==> src/ats_pkg.sv <==
// constants, field layout and carrier types of the sequencer trigger select block
package ats_pkg;

    // ****************************************************************
    // bus geometry
    // ****************************************************************
    localparam int unsigned ATS_ADDR_W = 12;
    localparam int unsigned ATS_DATA_W = 32;
    localparam logic [11:0] ATS_TRIGSEL_OFFSET = 12'h014;
    localparam logic [11:0] ATS_STATUS_OFFSET = 12'h020;

    // ****************************************************************
    // trigger select register fields
    // ****************************************************************
    localparam int unsigned ATS_SEL_W = 4;
    localparam int unsigned ATS_SEL2_LSB = 8;
    localparam int unsigned ATS_SEL1_LSB = 4;
    localparam logic [3:0] ATS_SEL_RESET = 4'h0;

    // ****************************************************************
    // status register fields (sticky start seen, write one to clear)
    // ****************************************************************
    localparam int unsigned ATS_STAT_SEQ1_BIT = 0;
    localparam int unsigned ATS_STAT_SEQ2_BIT = 1;
    localparam logic [1:0] ATS_STAT_RESET = 2'h0;

    // ****************************************************************
    // selection codes
    // ****************************************************************
    localparam logic [3:0] ATS_SEL_PROC = 4'h0;
    localparam logic [3:0] ATS_SEL_COMP0 = 4'h1;
    localparam logic [3:0] ATS_SEL_PIN = 4'h4;
    localparam logic [3:0] ATS_SEL_TIMER = 4'h5;
    localparam logic [3:0] ATS_SEL_PWM0 = 4'h6;
    localparam logic [3:0] ATS_SEL_PWM1 = 4'h7;
    localparam logic [3:0] ATS_SEL_PWM2 = 4'h8;
    localparam logic [3:0] ATS_SEL_ALWAYS = 4'hF;

    // shared trigger producers, already in the pclk domain
    typedef struct packed {
        logic comp0;
        logic pin_edge;
        logic timer;
        logic timer_ote;
        logic [2:0] pwm;
    } ats_src_t;

endpackage

==> src/ats_trig_mux.sv <==
// one sequencer's trigger source multiplexer
`timescale 1ns/1ps
`default_nettype none

module ats_trig_mux
    import ats_pkg::*;
(
    input wire logic [3:0] sel,
    input wire logic proc_req,
    input wire ats_src_t src,
    output logic start
);

    // ****************************************************************
    // source selection
    // ****************************************************************
    // reserved codes fall to the default branch and never start sampling
    always_comb begin
        case (sel)
            ATS_SEL_PROC: start = proc_req;
            ATS_SEL_COMP0: start = src.comp0;
            ATS_SEL_PIN: start = src.pin_edge;
            ATS_SEL_TIMER: start = src.timer & src.timer_ote;
            ATS_SEL_PWM0: start = src.pwm[0];
            ATS_SEL_PWM1: start = src.pwm[1];
            ATS_SEL_PWM2: start = src.pwm[2];
            ATS_SEL_ALWAYS: start = 1'b1;
            default: start = 1'b0;
        endcase
    end

endmodule

`default_nettype wire

==> src/ats_trigger_select.sv <==
// sequencer 2 and 1 trigger select register with apb slave and start logic
//
// Behaviour
// Sequencer 2 has a read-write 4-bit trigger select field in bits 11:8, reset to zero.
// Sequencer 1 has a read-write 4-bit trigger select field in bits 7:4, reset to zero.
// Codes map 0 processor, 1 comparator 0, 4 pin, 5 timer, 6-8 pwm 0-2, 15 always.
// The timer source starts sampling only while the timer output trigger enable is set.
// A pwm source starts sampling on the trigger that the pwm generator emits.
// Reserved codes 2, 3 and 9 to 14 never start sampling.
//
// Register access over APB and the register addresses were chosen for this implementation.
`timescale 1ns/1ps
`default_nettype none

module ats_trigger_select
    import ats_pkg::*;
(
    input wire logic pclk,
    input wire logic presetn,
    input wire logic psel,
    input wire logic penable,
    input wire logic pwrite,
    input wire logic [11:0] paddr,
    input wire logic [31:0] pwdata,
    output logic [31:0] prdata,
    output logic pready,
    output logic pslverr,
    input wire logic [2:1] proc_sample_req,
    input wire logic comparator0_trigger,
    input wire logic external_trigger_pin,
    input wire logic timer_trigger,
    input wire logic timer_output_trigger_enable,
    input wire logic [2:0] pwm_gen_trigger,
    output logic seq2_start,
    output logic seq1_start
);

    // ****************************************************************
    // apb decode
    // ****************************************************************
    logic setup_phase;
    logic access_phase;
    logic hit_trigsel;
    logic hit_status;
    logic mapped;
    logic wr_trigsel;
    logic wr_status;

    // zero wait states: every access completes in its first access cycle
    assign setup_phase = psel & ~penable;
    assign access_phase = psel & penable;
    assign hit_trigsel = (paddr == ATS_TRIGSEL_OFFSET);
    assign hit_status = (paddr == ATS_STATUS_OFFSET);
    assign mapped = hit_trigsel | hit_status;
    assign wr_trigsel = access_phase & pwrite & hit_trigsel;
    assign wr_status = access_phase & pwrite & hit_status;
    assign pready = 1'b1;
    assign pslverr = access_phase & ~mapped; // unmapped access errors

    // ****************************************************************
    // trigger select fields
    // ****************************************************************
    logic [3:0] seq2_trigger_sel_reg;
    logic [3:0] seq1_trigger_sel_reg;

    // both fields share one word, written together
    always_ff @(posedge pclk or negedge presetn) begin
        if (!presetn) begin
            seq2_trigger_sel_reg <= ATS_SEL_RESET;
            seq1_trigger_sel_reg <= ATS_SEL_RESET;
        end else if (wr_trigsel) begin
            seq2_trigger_sel_reg <= pwdata[ATS_SEL2_LSB +: ATS_SEL_W];
            seq1_trigger_sel_reg <= pwdata[ATS_SEL1_LSB +: ATS_SEL_W];
        end
    end

    // ****************************************************************
    // external pin synchroniser and edge detect
    // ****************************************************************
    logic pin_meta_reg;
    logic pin_sync_reg;
    logic pin_last_reg;
    logic pin_edge;

    // the pin is asynchronous; only the second stage feeds the edge detect
    always_ff @(posedge pclk or negedge presetn) begin
        if (!presetn) begin
            pin_meta_reg <= 1'b0;
            pin_sync_reg <= 1'b0;
            pin_last_reg <= 1'b0;
        end else begin
            pin_meta_reg <= external_trigger_pin;
            pin_sync_reg <= pin_meta_reg;
            pin_last_reg <= pin_sync_reg;
        end
    end

    // a rising pin level is one start event, not a stream of them
    assign pin_edge = pin_sync_reg & ~pin_last_reg;

    // ****************************************************************
    // source bundle and per-sequencer multiplexers
    // ****************************************************************
    ats_src_t src;
    logic seq2_start_next;
    logic seq1_start_next;

    always_comb begin
        src.comp0 = comparator0_trigger;
        src.pin_edge = pin_edge;
        src.timer = timer_trigger;
        src.timer_ote = timer_output_trigger_enable;
        src.pwm = pwm_gen_trigger;
    end

    ats_trig_mux u_mux_seq2 (
        .sel(seq2_trigger_sel_reg),
        .proc_req(proc_sample_req[2]),
        .src(src),
        .start(seq2_start_next)
    );

    ats_trig_mux u_mux_seq1 (
        .sel(seq1_trigger_sel_reg),
        .proc_req(proc_sample_req[1]),
        .src(src),
        .start(seq1_start_next)
    );

    // ****************************************************************
    // registered start outputs
    // ****************************************************************
    // one cycle of latency buys glitch-free starts for the sequencers
    always_ff @(posedge pclk or negedge presetn) begin
        if (!presetn) begin
            seq2_start <= 1'b0;
            seq1_start <= 1'b0;
        end else begin
            seq2_start <= seq2_start_next;
            seq1_start <= seq1_start_next;
        end
    end

    // ****************************************************************
    // sticky start-seen status
    // ****************************************************************
    logic [1:0] start_seen_reg;
    logic [1:0] start_set;
    logic [1:0] start_clr;

    assign start_set = {seq2_start, seq1_start};
    assign start_clr = wr_status ? pwdata[1:0] : 2'h0;

    // a start in the clearing cycle wins, so no event is lost
    always_ff @(posedge pclk or negedge presetn) begin
        if (!presetn) begin
            start_seen_reg <= ATS_STAT_RESET;
        end else begin
            start_seen_reg <= (start_seen_reg & ~start_clr) | start_set;
        end
    end

    // ****************************************************************
    // read data
    // ****************************************************************
    logic [31:0] prdata_next;

    // unused and reserved bits read as zero
    always_comb begin
        prdata_next = 32'h0000_0000;
        if (hit_trigsel) begin
            prdata_next[ATS_SEL2_LSB +: ATS_SEL_W] = seq2_trigger_sel_reg;
            prdata_next[ATS_SEL1_LSB +: ATS_SEL_W] = seq1_trigger_sel_reg;
        end else if (hit_status) begin
            prdata_next[ATS_STAT_SEQ1_BIT] = start_seen_reg[0];
            prdata_next[ATS_STAT_SEQ2_BIT] = start_seen_reg[1];
        end
    end

    // captured in the setup cycle so the access phase sees flip-flop data
    always_ff @(posedge pclk or negedge presetn) begin
        if (!presetn) begin
            prdata <= 32'h0000_0000;
        end else if (setup_phase && !pwrite) begin
            prdata <= prdata_next;
        end
    end
endmodule

`default_nettype wire

==> config.mk <==
export PLATFORM = sky130hd
export DESIGN_NAME = ats_trigger_select
export DESIGN_NICKNAME = d
export VERILOG_FILES = /design/src/ats_pkg.sv /design/src/ats_trig_mux.sv /design/src/ats_trigger_select.sv
export SDC_FILE = /design/constraint.sdc
export NUM_CORES = 1
export LEC_CHECK = 0
export ABC_AREA = 0
export BUFFER_PORTS_ARGS = -buffer_cell sky130_fd_sc_hd__buf_2
export CAP_MARGIN = 20
export CORE_MARGIN = 4
export CORE_UTILIZATION = 44
export DETAILED_ROUTE_END_ITERATION = 6
export PLACE_DENSITY = 0.83
export SYNTH_ARGS = -nofsm -noshare
export SYNTH_HDL_FRONTEND = slang
export SYNTH_HIERARCHICAL = 1
export SYNTH_SLANG_ARGS = --single-unit
==> constraint.sdc <==
create_clock -name pclk -period 2.4 [get_ports pclk]
set_input_delay 0.48 -clock pclk [delete_from_list [all_inputs] [get_ports pclk]]
set_output_delay 0.48 -clock pclk [all_outputs]
set_load 0.02 [all_outputs]
Word-level counts from Yosys, hierarchy flattened
Index checks and enable logic that the tools add are counted.

storage, ports and cells
  output and inout port bits = 36
  RAM bits = 0
  memories kept = 0
  register bits = 25
  latch bits = 0
  ROM bits = 0
  word-level logic and storage cells = 50

cells by class
  $add $sub $neg = 0
  divide/modulo/power cells = 0
  muxes and demuxes = 6
  reductions and logical operators = 4
  magnitude comparators = 0
  bitwise gates (word level) = 15
  shift operators = 0
  multipliers = 0
  equal/unequal tests = 16

operators by type and width
  kind                                                               count
  4-bit by 3-bit == test with 1-bit output (second input constant)   8
  4-bit == test (second input constant)                              4
  1-bit case mux with 8 select lines                                 2
  12-bit by 5-bit == test with 1-bit output (second input constant)  1
  12-bit by 6-bit == test with 1-bit output (second input constant)  1
  1-bit bitwise AND                                                  8
  4-bit by 1-bit == test with 1-bit output (second input constant)   2
  4-bit zero test                                                    2
  8-bit 2-to-1 mux                                                   1
  2-bit 2-to-1 mux                                                   3
  1-bit inverter                                                     3
  2-bit bitwise AND                                                  1
  2-bit inverter                                                     1
  2-bit OR                                                           1
  1-bit logical AND                                                  1
  1-bit zero test                                                    1
  1-bit OR                                                           1

Logic depth before layout (Yosys ltp)
Gate-level depths: netlist of run 1.

  depth in word-level cells = 7
  depth in mapped cells = 5
  gate-level depth less buffers = 5

Hierarchy
The synthesis of run 1 kept the hierarchy.

modules (own cells, without submodules)
  module              seq. area each (µm²)  instances  area each (µm²)  cells each
  ats_trigger_select  625.6                 1          1201.2           108
  ats_trig_mux        0.0                   2          75.1             10

Least setup slack after synthesis of run 1
No wires, ideal clock.

  path type = input to output
  start point = input port paddr[4]
  end point = output port pslverr
  stages on the path = 3
  required time = 1.920 ns
  arrival = 1.353 ns
  setup slack = 0.567 ns
  path buffers = 0
  path through = nor4b_1 o211ai_1 and3_1

between the ends
  word-level cells in the longest chain between the ends = 4
  elaborated cells between the ends (all ways) = 5

RTL lines
  element                                                                                                 line                                                text
  from (decl)                                                                                             ats_trigger_select.sv:23                            input wire logic [11:0] paddr,
  12-bit by 5-bit == test with 1-bit output or 12-bit by 6-bit == test with 1-bit output (tied branches)  ats_trigger_select.sv:52, ats_trigger_select.sv:53
  1-bit OR (*)                                                                                            ats_trigger_select.sv:54                            assign mapped = hit_trigsel | hit_status;
  1-bit inverter (*)                                                                                      ats_trigger_select.sv:58                            assign pslverr = access_phase & ~mapped;
  1-bit bitwise AND (*)                                                                                   ats_trigger_select.sv:58
  to (decl)                                                                                               ats_trigger_select.sv:27                            output logic pslverr,

Mark *: on every way between the ends. The rest lies on a longest branch, timed or not.

Worst setup path after layout of run 1
Ends and elaborated chain as after synthesis.

==> run metrics, run 1 <==
status=finished, final reports clean; Max VDD drop=0.364 mV; max reg flops=10; Clock transition at path regs=0.13 ns; I/O Pins=94; initial antenna violation count=0; power per cell area=452 nW/µm²; endpoint class of the critical path=output pin; Clock Tree Buf Depth=2; CTS Root Cell=clkbuf_4; Worst-Margin Slew=0.544 ns; switching pwr=192 µW; Placed Area=1560 µm²; RSZ-0062 raised after global routing=false; All-Layer GR Usage=14.8%; FF-to-FF Start=pin_sync_reg; grt total ovfl=0; Syn Area/Cell=10.6 µm²; internal power=527 µW; Gate Count Post-Synth=128; CP startpoint kind=primary input; Required @ worst endpoint=1.92 ns; final instance area=1590 µm²; Comb power frac=15.1%; first-pass GRT wire length=4.72 mm; core area=2850 µm²; max-slew violation count=0; largest net degree at the start of global routing=26; cell mode on critical path=buf_2; H-tree levels=1; clk sinks=25; gpl congestion=0.769; # hold bufs at CTS=0; Synthesis Warnings=6; iteration count of the initial detailed-routing pass=4; critical path's top delay family=simple AND/OR/NAND/NOR gates; Slew headroom=63.7%; Rows=19; CP Data Arrival Time=1.48 ns; Clk network pwr share=25.4%; most frequent cells in the layout=buf_2, dfrtp_1, conb_1, nand2_1, o21ai_0; DR iter-0 viols=27; Critical Path Slowest Stage Cell=nor4b_1; commonest non-fill, non-tap cell in the layout=buf_2; post_cts resized=0; min-delay worst type=in -> async; Die Wd=63.4 µm; synthesized flop and latch total=25; post-CTS setup buffer count=0; starting density of the core=47.4%; highest cell delay on the worst timing path=0.40 ns; final hold viol count=0; crit path cell chain=buf_2 > nor4b_1 > o211ai_1 > and3_1 > buf_2; mapped cell area=1350 µm²; DRC Markers=0; WP buf/inv=2; Layout Area Growth over Synthesis=17.6%; Final period util=81.8%; sw frac=26.7%; Max Fclk=509 MHz; DR vias/cell=4.96; Final ANT Viol Nets=0; Setup crit start=paddr[4]; Critical Path Fanout Max=2; Port Buffers=48; CTS tree=done; DP HPWL=2.40 mm; sequential area share after synthesis=46.3%; # Max-Cap Violations=0; total CTS buffers=3; Worst Clk Skew=0.00353 ns; number of global-route vias before repair=1074; Static Leak=0.000805 µW; crit path time final=1.96 ns; setup TNS=0 ns; diode count=0; sequential power share=59.5%; Clock Latency Late Sink=0.31 ns; ratio of cells with drive above 1 in the final layout=37.6%; Crit Path Category=in -> out; Finish-stage setup viols=0; drt wl/cell=13.5 µm; Die ar.=4020 µm²; Vias=1052; unique cell type count in the Yosys netlist=25; Routed WL=2.87 mm; Die H=63.4 µm; fill cell count=280; fin nets=240
[worst reg2reg max path, stage by stage, from the launching register on]
cell	delay (ns)
dfrtp_1	0.40
nor2b_1	0.14
nor2b_1	0.12
a311o_1	0.32
a311oi_1	0.29
a31oi_1	0.10
[area by class of cell]
class | count | area (µm²) | area share, %
tap | 31 | 38.8 | 2.44
clock buffer | 4 | 26.3 | 1.65
sequential | 25 | 626 | 39.4
multi-input combinational | 100 | 628 | 39.5
timing repair buffer | 52 | 270 | 17.0
[through the flow]
step                hold slack (ns)  utilization, %  total power (µW)  worst slack (ns)  std cells
floorplan                     0.184               -               521             0.567        149
global placement              0.332            54.8               541             0.456        208
detailed placement            0.345            54.8               544             0.440        208
CTS                           0.137            55.7               731             0.440        212
global route                  0.155            55.7               761             0.354        212
finish                        0.126            55.7               719             0.437        212
[power by group through the flow]
stage | sequential (µW) | combinational (µW) | clock [µW]
floorplan | 438 | 82.9 | 0
global placement | 436 | 105 | 0
detailed placement | 436 | 108 | 0
CTS | 428 | 109 | 195
global route | 429 | 119 | 213
finish | 428 | 108 | 183
[logic make-up (layout without fill, tap and decap cells)]
| group | after synthesis | count (layout) | synth area share, % |
|---|---|---|---|
| mux | 12 | 12 | 9.63 |
| buf+inv | 24 | 56 | 13.1 |
| flops | 25 | 25 | 46.3 |
| other cells | 2 | 23 | 0.556 |
| simple gates | 46 | 46 | 21.6 |
| compound gates | 19 | 19 | 8.89 |
[worst paths after layout]
| check | end | slack [ns] | cells after the start |
|---|---|---|---|
| worst max-delay path | pslverr | 0.44 | 5 |
| worst min-delay path | seq1_trigger_sel_reg[1] | 0.13 | 1 |
| worst max register to register | seq2_start | 0.93 | 5 |
| worst min register to register | pin_sync_reg | 0.37 | 0 |
| max in group asynchronous | pin_meta_reg | 1.91 | 1 |
| min in group pclk | pin_meta_reg | 0.27 | 1 |
[synth_stat cells (all sizes together)]
cell	number	area, µm²
or3b	1	8.76
a311oi	2	17.5
buf	23	173
clkbuf	1	3.75
nor4	2	42.5
nand2	20	75.1
dfrtp	25	626
mux2	8	90.1
a31oi	4	25.0
nand4	3	33.8
mux2i	4	40.0
nand3	3	15.0
nor2	2	7.51
o211ai	1	7.51
nor3	2	10.0
and3	3	18.8
nor4b	1	8.76
nor3b	1	7.51
a311o	2	20.0
or4b	2	20.0
nor2b	5	31.3
conb	2	7.51
o21ai	10	50.1
and4bb	1	12.5
[per-layer routing]
layer	vias to the layer above	wire length, µm	share of wire [%]	GRT usage, %
li1	520	-	-	-
met1	480	1130	39	17.2
met2	46	1450	51	25.8
met3	6	235	8.2	3.02
met4	0	54	1.9	7.28
met5	-	0	0	0
Note: power is estimated with default switching activity, not from simulation.
==> run 2: changes to the inputs <==
Settings changed: CORE_UTILIZATION 44 to 41, PLACE_DENSITY 0.83 to 0.78.
Clock period 2.4 ns to 1.9 ns, I/O delays scaled along.
==> run 2 against run 1 <==
Effect of this change: die area increased by 6.4%; global-route usage fell by 2.4 points; highest routed layer unchanged; largest power group unchanged; critical path type unchanged; clock power increased by 30%; non-clock buffer count did not move.
==> run metrics, run 2 (synthesis gave the netlist of run 1 again) <==
status=finished, final reports clean; Port Buffers=48; crit path time final=1.65 ns; RSZ-0062 raised after global routing=false; highest cell delay on the worst timing path=0.32 ns; DP HPWL=2.21 mm; fin nets=240; crit path cell chain=buf_2 > nor4b_2 > o211ai_1 > and3_1 > buf_2; max reg flops=10; WP buf/inv=2; Die ar.=4280 µm²; Slew headroom=64.0%; CTS Root Cell=clkbuf_4; Routed WL=2.67 mm; Clock transition at path regs=0.14 ns; DR iter-0 viols=35; Finish-stage setup viols=0; drt wl/cell=11.9 µm; grt total ovfl=0; Max VDD drop=0.480 mV; Crit Path Category=in -> out; post-CTS setup buffer count=0; starting density of the core=43.5%; cell mode on critical path=buf_2; DRC Markers=0; Max Fclk=606 MHz; clk sinks=25; most frequent cells in the layout=buf_2, dfrtp_1, conb_1, nand2_1, o21ai_0; Clock Latency Late Sink=0.32 ns; power per cell area=567 nW/µm²; # Max-Cap Violations=0; Worst Clk Skew=0.0125 ns; I/O Pins=94; gpl congestion=0.767; initial antenna violation count=0; core area=3100 µm²; setup TNS=0 ns; Vias=1052; All-Layer GR Usage=12.4%; max-slew violation count=0; ratio of cells with drive above 1 in the final layout=38.7%; largest net degree at the start of global routing=26; CP Data Arrival Time=1.27 ns; diode count=0; number of global-route vias before repair=960; Critical Path Slowest Stage Cell=nor4b_2; Final period util=86.9%; Critical Path Fanout Max=2; final hold viol count=0; Final ANT Viol Nets=0; Die Wd=65.4 µm; final core utilization=52.1%; Layout Area Growth over Synthesis=19.5%; min-delay worst type=in -> async; Die H=65.4 µm; Required @ worst endpoint=1.52 ns; first-pass GRT wire length=4.22 mm; commonest non-fill, non-tap cell in the layout=buf_2; DR vias/cell=4.68; Static Leak=0.000805 µW; Clock Tree Buf Depth=2; H-tree levels=1; endpoint class of the critical path=output pin; # hold bufs at CTS=0; CP startpoint kind=primary input; total CTS buffers=3; CTS tree=done; Worst-Margin Slew=0.540 ns; iteration count of the initial detailed-routing pass=4; critical path's top delay family=simple AND/OR/NAND/NOR gates; Rows=20
## run 2: final timing paths
check	start	endpoint	slack, ns	cells after the start
worst max-delay path	paddr[4]	pslverr	0.25	5
worst min-delay path	presetn	seq1_trigger_sel_reg[0]	0.01	1
worst max register to register	pin_sync_reg	seq2_start	0.47	5
worst min register to register	pin_meta_reg	pin_sync_reg	0.37	0
max in group asynchronous	presetn	prdata[8]	1.51	1
min in group pclk	external_trigger_pin	pin_meta_reg	0.15	1
## run 2: area by class of cell
| type | count | area, µm² |
|---|---|---|
| fill | 318 | 1490 |
| multi-input combinational | 100 | 634 |
| sequential | 25 | 626 |
| timing repair buffer | 52 | 270 |
| tap | 44 | 55.1 |
| clock buffer | 3 | 22.5 |
| clock inverter | 1 | 7.51 |
## run 2: worst reg2reg max path, delay by kind of cell (launching register included)
kind | cells | cell delay (ns)
DFF | 1 | 0.40
AOI/OAI and AO/OA | 3 | 0.67
and+or+nand+nor | 2 | 0.26
## run 2: through the flow
stage	area (µm²)	hold slack, ns	worst slack [ns]	instances	total power [µW]
6_report	1620	0.0134	0.249	225	915
2_1_floorplan	1430	0.0844	0.267	149	658
3_3_place_gp	1580	0.334	0.166	221	684
4_1_cts	1610	0.0267	0.127	225	922
3_5_place_dp	1580	0.343	0.134	221	686
5_1_grt	1620	0.0362	0.199	225	955
## run 2: report_power, final
group | total (µW) | switching, µW | internal (µW)
Clock | 238 | 158 | 80.4
Sequential | 541 | 3.04 | 538
Combinational | 136 | 89.7 | 46.6
Total | 915 | 251 | 665
## run 2: repair_timing
action                     4_1_cts  5_1_grt
setup endpoints to repair        0        1
hold endpoints to repair         0        0
resized for setup                0        1
## run 2: layer usage
metal,vias up,routed length [µm],track usage (%)
li1,515,-,-
met1,483,1160,16.7
met2,52,1240,20.5
met3,2,258,3.42
met4,0,12,1.55
met5,-,0,0
==> run 3: changes to the inputs <==
Settings changed: BUFFER_PORTS_ARGS -buffer_cell sky130_fd_sc_hd__buf_2 to -buffer_cell sky130_fd_sc_hd__buf_4, CORE_UTILIZATION 41 to 42, CTS_BUF_LIST set to sky130_fd_sc_hd__clkbuf_4 sky130_fd_sc_hd__clkbuf_8, PLACE_DENSITY 0.78 to 0.79.
==> run 3 against run 2 <==
Effect of this change: sequential share of layout area shrank 2.9 points; clock power is essentially flat; cell count grew 0.44%; setup slack lost 0.043 ns; register-to-register slack lost 0.02 ns; flip-flop and latch count is the same; largest cell class unchanged.
==> run metrics, run 3 (synthesis gave the netlist of run 1 again) <==
Static Leak=0.000840 µW; Die H=64.7 µm; Layout Area Growth over Synthesis=29.2%; initial antenna violation count=0; status=finished, final reports clean; Clock Tree Buf Depth=2; dpl ws=0.0908 ns; Critical Path Slowest Stage Cell=nor4b_2; Finish-stage setup viols=0; Layout Cells excl Fill=226; first-pass GRT wire length=4.66 mm; commonest non-fill, non-tap cell in the layout=buf_4; CP startpoint kind=primary input; core area=3080 µm²; HP Start=external_trigger_pin; fin nets=241; highest cell delay on the worst timing path=0.33 ns; Die Wd=64.7 µm; total CTS buffers=3; max-slew violation count=0; clk sinks=25; endpoint class of the critical path=output pin; Routed WL=2.84 mm; gpl congestion=0.824; Required @ worst endpoint=1.52 ns; starting density of the core=43.9%; Max Fclk=590 MHz; R2R cell count=5; CP Data Arrival Time=1.31 ns; final instance area=1750 µm²; power per cell area=539 nW/µm²; Hold Crit Depth=1; Rows=20; iteration count of the initial detailed-routing pass=4; cell mode on critical path=buf_4; CTS Root Cell=clkbuf_4; Port Buffers=48; worst setup margin=0.206 ns; post-CTS setup buffer count=0; FF-to-FF Start=pin_sync_reg; Die ar.=4190 µm²; All-Layer GR Usage=14.1%; min-delay worst type=in -> reg; setup TNS=0 ns; CTS tree=done; diode count=0; DR iter-0 viols=30; grt total ovfl=0; Hold Path Sink=pin_meta_reg; RR Endpoint=seq1_start; Worst Clk Skew=0.00665 ns; Final period util=89.2%; drt wl/cell=12.6 µm; Final ANT Viol Nets=0; RSZ-0062 raised after global routing=false; Max VDD drop=0.270 mV; Worst R2R Setup Slack=0.45 ns; DRC Markers=0; placed insts=221; ratio of cells with drive above 1 in the final layout=38.5%; crit path cell chain=buf_4 > nor4b_2 > o211ai_1 > and3_1 > buf_4; I/O Pins=94; H-tree levels=1; Placed Area=1700 µm²; most frequent cells in the layout=buf_4, dfrtp_1, conb_1, nand2_1, o21ai_0; number of global-route vias before repair=1046; final hold viol count=0; max reg flops=10; # Max-Cap Violations=0; Vias=1051; Crit Path Category=in -> out; DR vias/cell=4.65; Clock Latency Late Sink=0.31 ns; crit path time final=1.69 ns; DP HPWL=2.36 mm; largest net degree at the start of global routing=26; Clock transition at path regs=0.14 ns; Critical Path Fanout Max=2
run 3: cell types whose count changed in the layout (fill, tap and decap cells not counted), sizes merged:
cell	previous run	this run
dlygate4sd3	0	1
run 3: worst max-delay path by stage:
| stage | startpoint | end | depth (start not counted) |
|---|---|---|---|
| global route | paddr[4] | pslverr | 5 |
| CTS | paddr[4] | pslverr | 5 |
| detailed placement | paddr[4] | pslverr | 5 |
| global placement | paddr[4] | pslverr | 5 |
| floorplan | paddr[4] | pslverr | 3 |
| finish | paddr[4] | pslverr | 5 |
run 3: cell type report:
class | count | area (µm²)
Multi-Input combinational cell | 100 | 634
Timing Repair Buffer | 53 | 400
Sequential cell | 25 | 626
Tap cell | 44 | 55.1
Clock inverter | 1 | 7.51
Fill cell | 294 | 1330
Clock buffer | 3 | 22.5
run 3: what timing repair did:
item                       in CTS  in global routing
hold endpoints to repair       25                  0
hold buffers                    1                  0
setup endpoints to repair       0                  1
resized for setup               0                  1
run 3: per-stage QoR:
step / hold WS [ns] / utilization, % / total power (µW)
after global placement: 0.293 / 55.2 / 705
after floorplan: 0.0844 / - / 658
after global routing: 0.138 / 56.7 / 990
final: 0.159 / 56.7 / 941
after CTS: 0.146 / 56.5 / 955
after detailed placement: 0.302 / 55.2 / 709
run 3: critical path: cells and delay by family:
| kind | cells | cell delay (ns) |
|---|---|---|
| and+or+nand+nor | 2 | 0.52 |
| AOI/OAI and AO/OA | 1 | 0.14 |
| buffers and inverters | 2 | 0.27 |
run 3: metal layers:
metal  GRT usage, %  wire length, µm  up-vias
met5              0                0        -
met4           4.75               12        0
met3           3.81              237        2
met2           22.0             1420       43
met1           18.8             1170      484
li1               -                -      522
run 3: report_power, final:
part / switching [µW] / leakage (µW) / internal [µW]
registers: 3.20 / 0.000327 / 538
clock network: 159 / 0.0000139 / 80.2
logic: 90.4 / 0.000499 / 69.9
